File: src/design/prom_host_pkg.sv
// constants and types for the programmable read-only memory host controller
package prom_host_pkg;
   localparam int unsigned CLK_PERIOD_NS = 10;
   // programming pulse width and derived count, rounded up
   localparam int unsigned T_PULSE_NS = 100000;
   localparam int unsigned PULSE_CYC = (T_PULSE_NS + CLK_PERIOD_NS - 1) / CLK_PERIOD_NS;
   // slowest access grade, rounded up so data is settled when sampled
   localparam int unsigned T_ACCESS_NS = 250;
   localparam int unsigned ACCESS_CYC = (T_ACCESS_NS + CLK_PERIOD_NS - 1) / CLK_PERIOD_NS;
   // program supply settling before any strobe
   localparam int unsigned T_SETTLE_NS = 2000;
   localparam int unsigned SETTLE_CYC = (T_SETTLE_NS + CLK_PERIOD_NS - 1) / CLK_PERIOD_NS;
   // setup and hold around pulses and bus turnaround
   localparam int unsigned T_GAP_NS = 20;
   localparam int unsigned GAP_CYC = (T_GAP_NS + CLK_PERIOD_NS - 1) / CLK_PERIOD_NS;
   localparam int unsigned SYNC_STAGES = 2;
   localparam int unsigned MAX_PULSES = 25;
   localparam int unsigned TMR_W = 16;
   localparam int unsigned ID_BYTE_W = 8;

   typedef enum logic [1:0] {
      CMD_READ = 2'h0,
      CMD_PROG = 2'h1,
      CMD_ID = 2'h2,
      CMD_NOP = 2'h3
   } cmd_t;

   typedef enum logic [2:0] {
      ST_IDLE = 3'h0,
      ST_SETTLE = 3'h1,
      ST_ACCESS = 3'h2,
      ST_ARM = 3'h3,
      ST_LOAD = 3'h4,
      ST_PULSE = 3'h5,
      ST_RECOVER = 3'h6
   } state_t;
endpackage : prom_host_pkg

File: src/design/wait_timer_if.sv
// carrier between the sequencer and its wait timer
`timescale 1ns/1ps
`default_nettype none
interface wait_timer_if;
   logic start;
   logic [prom_host_pkg::TMR_W-1:0] load;
   logic done;
   modport ctl (output start, output load, input done);
   modport tmr (input start, input load, output done);
endinterface : wait_timer_if
`default_nettype wire

File: src/design/prom_host.sv
// host-side sequencer driving the memory's pins for read, identifier readout and programming
`timescale 1ns/1ps
`default_nettype none
module prom_host #(
   parameter int unsigned ADDR_W = 16,
   parameter int unsigned DATA_W = 16,
   parameter int unsigned N_DEV = 1,
   parameter int unsigned DEV_W = 1,
   parameter int unsigned PULSE_CYCLES = prom_host_pkg::PULSE_CYC,
   parameter int unsigned MAX_PULSES = prom_host_pkg::MAX_PULSES
) (
   input wire logic i_ref_clk,
   input wire logic i_rst_n,
   input wire logic i_ce,
   // command side
   input wire logic i_cmd_valid,
   input wire logic [1:0] i_cmd,
   input wire logic [DEV_W-1:0] i_dev_sel,
   input wire logic [ADDR_W-1:0] i_addr,
   input wire logic [DATA_W-1:0] i_wdata,
   input wire logic i_deep_standby,
   output logic o_busy,
   output logic o_done,
   output logic o_fail,
   output logic o_parity_ok,
   output logic [DATA_W-1:0] o_rdata,
   // memory pins
   output logic [N_DEV-1:0] o_ce_n,
   output logic o_deep_standby,
   output logic o_oe_n,
   output logic o_write_pulse_n,
   output logic o_program_supply_level,
   output logic o_id_entry_addr_line,
   output logic [ADDR_W-1:0] o_addr,
   input wire logic [DATA_W-1:0] i_dq,
   output logic [DATA_W-1:0] o_dq,
   output logic o_dq_oe
);
   localparam logic [prom_host_pkg::TMR_W-1:0] LD_PULSE = prom_host_pkg::TMR_W'(PULSE_CYCLES - 1); // zero counts too
   localparam logic [prom_host_pkg::TMR_W-1:0] LD_ACCESS =
      prom_host_pkg::TMR_W'(prom_host_pkg::ACCESS_CYC + prom_host_pkg::SYNC_STAGES);
   localparam logic [prom_host_pkg::TMR_W-1:0] LD_SETTLE = prom_host_pkg::TMR_W'(prom_host_pkg::SETTLE_CYC);
   localparam logic [prom_host_pkg::TMR_W-1:0] LD_GAP = prom_host_pkg::TMR_W'(prom_host_pkg::GAP_CYC);
   localparam logic [7:0] PULSE_LIMIT = 8'(MAX_PULSES);

   // odd parity over an identifier byte, top bit included
   function automatic logic odd_parity(input logic [prom_host_pkg::ID_BYTE_W-1:0] b);
      odd_parity = ^b;
   endfunction : odd_parity

   wait_timer_if tif ();

   wait_timer u_timer (
      .i_ref_clk(i_ref_clk),
      .i_rst_n(i_rst_n),
      .i_ce(i_ce),
      .tmr(tif)
   );

   ////////////////////////////////////////////////////////////////////////////
   // data pins come from another timing domain: two stages before use
   logic [DATA_W-1:0] dq_meta;
   logic [DATA_W-1:0] dq_sync;

   always_ff @(posedge i_ref_clk) begin
      if (!i_rst_n) begin
         dq_meta <= '0;
         dq_sync <= '0;
      end else if (i_ce) begin
         dq_meta <= i_dq;
         dq_sync <= dq_meta;
      end
   end

   ////////////////////////////////////////////////////////////////////////////
   // sequencer state
   prom_host_pkg::state_t state, next_state;
   prom_host_pkg::cmd_t op, next_op;
   logic [DEV_W-1:0] dev, next_dev;
   logic [7:0] pulses, next_pulses;
   logic [DATA_W-1:0] wdata, next_wdata;
   logic ce_act, next_ce_act;
   logic busy, next_busy;
   logic done, next_done;
   logic fail, next_fail;
   logic par_ok, next_par_ok;
   logic [DATA_W-1:0] rdata, next_rdata;
   logic oe_n, next_oe_n;
   logic wp_n, next_wp_n;
   logic vpp, next_vpp;
   logic a9hv, next_a9hv;
   logic deep, next_deep;
   logic [ADDR_W-1:0] addr, next_addr;
   logic dq_oe, next_dq_oe;
   logic t_start;
   logic [prom_host_pkg::TMR_W-1:0] t_load;

   // next values of the whole sequencer and of the pins it owns
   always_comb begin
      next_state = state;
      next_op = op;
      next_dev = dev;
      next_pulses = pulses;
      next_wdata = wdata;
      next_ce_act = ce_act;
      next_busy = busy;
      next_done = 1'b0;
      next_fail = fail;
      next_par_ok = par_ok;
      next_rdata = rdata;
      next_oe_n = oe_n;
      next_wp_n = wp_n;
      next_vpp = vpp;
      next_a9hv = a9hv;
      next_deep = deep;
      next_addr = addr;
      next_dq_oe = dq_oe;
      t_start = 1'b0;
      t_load = LD_GAP;
      case (state)
         prom_host_pkg::ST_IDLE: begin
            next_deep = i_deep_standby;
            if (i_cmd_valid && (prom_host_pkg::cmd_t'(i_cmd) != prom_host_pkg::CMD_NOP)) begin
               next_op = prom_host_pkg::cmd_t'(i_cmd);
               next_dev = i_dev_sel;
               next_wdata = i_wdata;
               next_pulses = '0;
               next_busy = 1'b1;
               next_fail = 1'b0;
               next_deep = 1'b0;
               next_wp_n = 1'b1;
               t_start = 1'b1;
               if (prom_host_pkg::cmd_t'(i_cmd) == prom_host_pkg::CMD_PROG) begin
                  // raise the supply with chip-enable still high: inhibited meanwhile
                  next_addr = i_addr;
                  next_vpp = 1'b1;
                  t_load = LD_SETTLE;
                  next_state = prom_host_pkg::ST_SETTLE;
               end else if (prom_host_pkg::cmd_t'(i_cmd) == prom_host_pkg::CMD_ID) begin
                  next_addr = '0;
                  next_addr[0] = i_addr[0];
                  next_a9hv = 1'b1;
                  t_load = LD_SETTLE;
                  next_state = prom_host_pkg::ST_SETTLE;
               end else begin
                  next_addr = i_addr;
                  next_ce_act = 1'b1;
                  next_oe_n = 1'b0;
                  t_load = LD_ACCESS;
                  next_state = prom_host_pkg::ST_ACCESS;
               end
            end
         end
         prom_host_pkg::ST_SETTLE: begin
            if (tif.done) begin
               // verify or identifier read: both enables low, write pulse high
               next_ce_act = 1'b1;
               next_oe_n = 1'b0;
               next_wp_n = 1'b1;
               t_start = 1'b1;
               t_load = LD_ACCESS;
               next_state = prom_host_pkg::ST_ACCESS;
            end
         end
         prom_host_pkg::ST_ACCESS: begin
            if (tif.done) begin
               next_rdata = dq_sync;
               next_par_ok = odd_parity(dq_sync[prom_host_pkg::ID_BYTE_W-1:0]);
               next_oe_n = 1'b1;
               next_ce_act = 1'b0;
               t_start = 1'b1;
               if (op == prom_host_pkg::CMD_PROG && dq_sync != wdata) begin
                  if ((~dq_sync & wdata) != '0 || pulses == PULSE_LIMIT) begin
                     // a zero cannot return to one; or the pulse budget is spent
                     next_fail = 1'b1;
                     next_state = prom_host_pkg::ST_RECOVER;
                  end else begin
                     next_state = prom_host_pkg::ST_ARM;
                  end
               end else begin
                  next_state = prom_host_pkg::ST_RECOVER;
               end
            end
         end
         prom_host_pkg::ST_ARM: begin
            // outputs floated one gap earlier, so the bus is free to drive
            if (tif.done) begin
               next_dq_oe = 1'b1;
               next_wp_n = 1'b0;
               t_start = 1'b1;
               next_state = prom_host_pkg::ST_LOAD;
            end
         end
         prom_host_pkg::ST_LOAD: begin
            if (tif.done) begin
               next_ce_act = 1'b1;
               t_start = 1'b1;
               t_load = LD_PULSE;
               next_state = prom_host_pkg::ST_PULSE;
            end
         end
         prom_host_pkg::ST_PULSE: begin
            if (tif.done) begin
               next_ce_act = 1'b0;
               next_pulses = pulses + 8'h01;
               t_start = 1'b1;
               next_state = prom_host_pkg::ST_RECOVER;
            end
         end
         prom_host_pkg::ST_RECOVER: begin
            if (tif.done) begin
               next_dq_oe = 1'b0;
               next_wp_n = 1'b1;
               t_start = 1'b1;
               if (busy && op == prom_host_pkg::CMD_PROG && !fail && pulses != 8'h00 && next_rdata != wdata) begin
                  next_state = prom_host_pkg::ST_SETTLE; // back to verify
               end else if (busy && op == prom_host_pkg::CMD_PROG && pulses != 8'h00 && !fail
                            && rdata != wdata) begin
                  next_state = prom_host_pkg::ST_SETTLE;
               end else begin
                  next_vpp = 1'b0;
                  next_a9hv = 1'b0;
                  next_busy = 1'b0;
                  next_done = 1'b1;
                  next_state = prom_host_pkg::ST_IDLE;
               end
            end
         end
         default: begin
            next_state = prom_host_pkg::ST_IDLE;
         end
      endcase
   end

   assign tif.start = t_start;
   assign tif.load = t_load;

   always_ff @(posedge i_ref_clk) begin
      if (!i_rst_n) begin
         state <= prom_host_pkg::ST_IDLE;
         op <= prom_host_pkg::CMD_NOP;
         dev <= '0;
         pulses <= 8'h00;
         wdata <= '0;
         ce_act <= 1'b0;
         busy <= 1'b0;
         done <= 1'b0;
         fail <= 1'b0;
         par_ok <= 1'b0;
         rdata <= '0;
         oe_n <= 1'b1;
         wp_n <= 1'b1;
         vpp <= 1'b0;
         a9hv <= 1'b0;
         deep <= 1'b0;
         addr <= '0;
         dq_oe <= 1'b0;
      end else if (i_ce) begin
         state <= next_state;
         op <= next_op;
         dev <= next_dev;
         pulses <= next_pulses;
         wdata <= next_wdata;
         ce_act <= next_ce_act;
         busy <= next_busy;
         done <= next_done;
         fail <= next_fail;
         par_ok <= next_par_ok;
         rdata <= next_rdata;
         oe_n <= next_oe_n;
         wp_n <= next_wp_n;
         vpp <= next_vpp;
         a9hv <= next_a9hv;
         deep <= next_deep;
         addr <= next_addr;
         dq_oe <= next_dq_oe;
      end
   end

   ////////////////////////////////////////////////////////////////////////////
   // one chip-enable per device; all other pins are shared
   for (genvar g = 0; g < N_DEV; g++) begin : g_ce
      logic next_ce_n;
      always_comb begin
         next_ce_n = !(next_ce_act && (next_dev == DEV_W'(g)));
      end
      always_ff @(posedge i_ref_clk) begin
         if (!i_rst_n) begin
            o_ce_n[g] <= 1'b1;
         end else if (i_ce) begin
            o_ce_n[g] <= next_ce_n;
         end
      end
   end

   assign o_busy = busy;
   assign o_done = done;
   assign o_fail = fail;
   assign o_parity_ok = par_ok;
   assign o_rdata = rdata;
   assign o_deep_standby = deep;
   assign o_oe_n = oe_n;
   assign o_write_pulse_n = wp_n;
   assign o_program_supply_level = vpp;
   assign o_id_entry_addr_line = a9hv;
   assign o_addr = addr;
   assign o_dq = wdata;
   assign o_dq_oe = dq_oe;
endmodule : prom_host
`default_nettype wire

File: src/design/wait_timer.sv
// down-counting wait timer, done while the count stands at zero
`timescale 1ns/1ps
`default_nettype none
module wait_timer (
   input wire logic i_ref_clk,
   input wire logic i_rst_n,
   input wire logic i_ce,
   wait_timer_if.tmr tmr
);
   logic [prom_host_pkg::TMR_W-1:0] cnt;
   logic [prom_host_pkg::TMR_W-1:0] next_cnt;

   // a start always wins over the running count
   always_comb begin
      next_cnt = cnt;
      if (tmr.start) begin
         next_cnt = tmr.load;
      end else if (cnt != '0) begin
         next_cnt = cnt - 1'b1;
      end
   end

   always_ff @(posedge i_ref_clk) begin
      if (!i_rst_n) begin
         cnt <= '0;
      end else if (i_ce) begin
         cnt <= next_cnt;
      end
   end

   assign tmr.done = (cnt == '0);
endmodule : wait_timer
`default_nettype wire

File: config.mk
export PLATFORM = sky130hd
export DESIGN_NAME = prom_host
export DESIGN_NICKNAME = d
export VERILOG_FILES = /design/src/design/prom_host_pkg.sv /design/src/design/wait_timer_if.sv /design/src/design/prom_host.sv /design/src/design/wait_timer.sv
export SDC_FILE = /design/constraint.sdc
export NUM_CORES = 1
export LEC_CHECK = 0
export BUFFER_PORTS_ARGS = -buffer_cell sky130_fd_sc_hd__buf_4
export CAP_MARGIN = 20
export CORE_MARGIN = 3
export CORE_UTILIZATION = 30
export CTS_BUF_LIST = sky130_fd_sc_hd__clkbuf_4 sky130_fd_sc_hd__clkbuf_8 sky130_fd_sc_hd__clkbuf_16
export DETAILED_ROUTE_END_ITERATION = 8
export PLACE_DENSITY = 0.51
export SYNTH_ARGS = -nofsm -noshare
export SYNTH_HDL_FRONTEND = slang
export SYNTH_HIERARCHICAL = 1
export SYNTH_SLANG_ARGS = --single-unit
export TNS_END_PERCENT = 20
File: constraint.sdc
create_clock -name i_ref_clk -period 2.8 [get_ports i_ref_clk]
set_input_delay 0.14 -clock i_ref_clk [delete_from_list [all_inputs] [get_ports i_ref_clk]]
set_output_delay 0.14 -clock i_ref_clk [all_outputs]
set_load 0.02 [all_outputs]
==> run metrics <==
RSZ-0062 raised after global routing no; TNS Setup 0 ns; placed cells 1090; Port Buffers 114; reg-to-reg critical path startpoint u_timer/cnt[1]; routability cong. 0.8959; worst skew pair latency 0.42 ns; Synth-to-Final Area Change 38.80%; Die ar. 0.02183 mm²; TritonCTS Sinks 122; ys flop type dfxtp_1; fin crit share 88.70%; FP Rows 51; Post-Layout Cell Count 1172; remaining global-route overflow 0; Internal 4.303 mW; syn_area_per_cell 8.245 µm²; Critical Path Sink Type register; Via-to-Cell Ratio 4.877; Setup Buffers After CTS 0; area leader, netlist dfxtp_1; Worst VDD drop 0.4796 mV; CTS tree built; Final Hold Fails 0; overall power 6.554 mW; Initial DRC Count 393; Post-Synth Simple-Gate Area 22.98%; most frequent cells after synthesis 124 x nand2_1, 122 x dfxtp_1, 65 x a21oi_1; Starting Density 30.77%; most crowded layer after global routing met2; Yosys Warn Count 6; largest family of logic cells by synthesized area simple AND/OR/NAND/NOR gates; top cells by area, synth dfxtp_1 41%, nand2_1 7.7%, mux2i_1 5.8%; Synth cell types 63; Power per Cell Area 783.5 mW/mm²; final setup vio count 0; Lkg Pwr 3.560 nW; total core area 0.01959 mm²; Clock transition at path regs 0.06 ns; Core Util, Final 42.70%; most common cell in the synthesized netlist nand2_1; total CTS buffers 17; first-pass GRT wire length 29.25 mm; count of pins over their slew limit 0; clock skew 0.009647 ns; vias in the first global route 5553; post-synthesis compound-gate area fraction 16.42%; f_max 402.6 MHz; arrival time at the worst endpoint 2.80 ns; maximum net fanout on the critical path 16; DRC viols 0; cells after synthesis 731; Switch Pwr 2.251 mW; DR WL/cell 15.37 µm; Via Count 5716; mapped cell area 0.006027 mm²; Die Y 147.7 µm; total length of routed wires 18.02 mm; n_diodes 0; post-synthesis xor/xnor area fraction 4.069%; initial antenna violation count 0; share of cells above drive strength 1 20.95%; Logic pwr share 33.1%; H-tree Lvls 4; status finished clean; CTS max path bufs 2; headroom to the max-slew limit 34.64%; largest net degree at the start of global routing 52; worst hold start i_cmd[1]; Synth top area share 40.52%; CP Class register to register; CP Launch Type register; sequential element share of the synthesized area 40.52%; HP Class primary input to register; adder-cell area share of the yosys netlist 4.775%; met3 GRT Util 4.905%; met2 Use GR 25.53%; antenna-violating nets left 0; fin nets 973; chip width 147.7 µm; num ports 115; Clock power frac 34.7%; root buf cell clkbuf_16; number of flops mapped to enable cells by yosys 0; drt first pass iters 4; critical path data required time 3.12 ns; Seq pwr share 32.2%; Slew @ Worst Pin 0.9804 ns; ys async rst share 0%; min cycle time layout 2.484 ns; Net Sw Frac 34.35%; Post-DP HPWL 12.30 mm; # Max-Cap Violations 0; #FFs+latches synth 122; Critical Path Source u_timer/cnt[1]; GRT Total Usage 16.71%; met1 Track Usage GR 22.75%; mux contribution to synthesized area 5.813%
==> routing by layer <==
metal	wire length [µm]	share of wire, %	vias up
li1	-	-	2880
met1	8480	47	2688
met2	8242	46	123
met3	991	5.5	25
met4	300	1.7	0
met5	0	0	-
==> stage by stage <==
stage / setup slack (ns) / hold slack [ns] / cell area, µm²
2_1_floorplan: 0.08362 / 0.2760 / 6052
3_3_place_gp: 0.3575 / 0.3735 / 7253
3_5_place_dp: 0.3257 / 0.3831 / 7253
4_1_cts: 0.3068 / 0.03622 / 8366
5_1_grt: 0.1128 / 0.06371 / 8366
6_report: 0.3164 / 0.05113 / 8366
==> final timing paths <==
check	cells past startpoint	end	slack [ns]
hold / removal	3	op[1]	0.05
setup / recovery	11	u_timer/cnt[0]	0.32
setup reg to reg	11	u_timer/cnt[0]	0.32
hold reg to reg	2	o_addr[5]	0.45
==> worst max-delay path: stages (launching register included) <==
cell,delay (ns)
dfxtp_1,0.40
inv_1,0.06
ha_1,0.19
nor4b_4,0.13
nand2_1,0.10
nor2_1,0.09
nand3_1,0.07
nand2_1,0.10
nor4_1,0.37
nand4_4,0.27
and2_4,0.33
a311oi_1,0.26
==> logic make-up (layout without fill, tap and decap cells) <==
group / after synthesis / after routing
simple gates: 290 / 290
compound gates: 153 / 153
flops: 122 / 122
buf+inv: 79 / 251
mux: 35 / 35
xor+xnor: 28 / 28
fa+ha+maj: 23 / 23
other cells: 1 / 5
==> flip-flops by register name (all words and copies together), names as in the netlist, 2 cells and up <==
name         flops
dq_meta         16
dq_sync         16
o_addr          16
o_dq            16
o_rdata         16
op               2
pulses           8
state            3
u_timer/cnt     16
==> cell type report <==
cell class                 count  area (µm²)
clock buffer                  18       439.2
clock inverter                14       172.7
fill                        2031       11220
inverter                      30       112.6
multi-input combinational    534        3286
sequential                   122        2442
tap                          265       331.6
timing repair buffer         189        1582
==> power groups by stage <==
| stage | Combinational [mW] | Sequential (mW) | Clock [mW] |
|---|---|---|---|
| 4_1_cts | 2.17 | 2.11 | 2.33 |
| 6_report | 2.17 | 2.11 | 2.27 |
| 5_1_grt | 2.38 | 2.14 | 2.42 |
| 3_5_place_dp | 2.09 | 2.15 | 0 |
| 3_3_place_gp | 2.11 | 2.15 | 0 |
| 2_1_floorplan | 1.43 | 2.12 | 0 |
==> placed cells by master, fill, tap and decap left out, types with 15 or more instances in the layout <==
cell and instances:
o21ai_0 17, mux2i_1 35, dlygate4sd3_1 50, nand3_1 27, xor2_1 19, a31oi_1 15, ha_1 23, dfxtp_1 122
clkbuf_16 17, a21oi_1 65, nor2_1 63, nand2_1 124, inv_1 29, buf_4 136
==> repair_timing <==
| action | CTS | global route |
|---|---|---|
| hold buffers | 50 | 0 |
| resized for setup | 0 | 0 |
| endpoints found under the hold margin | 50 | 0 |
No activity file was read; power rests on OpenSTA's default activity.
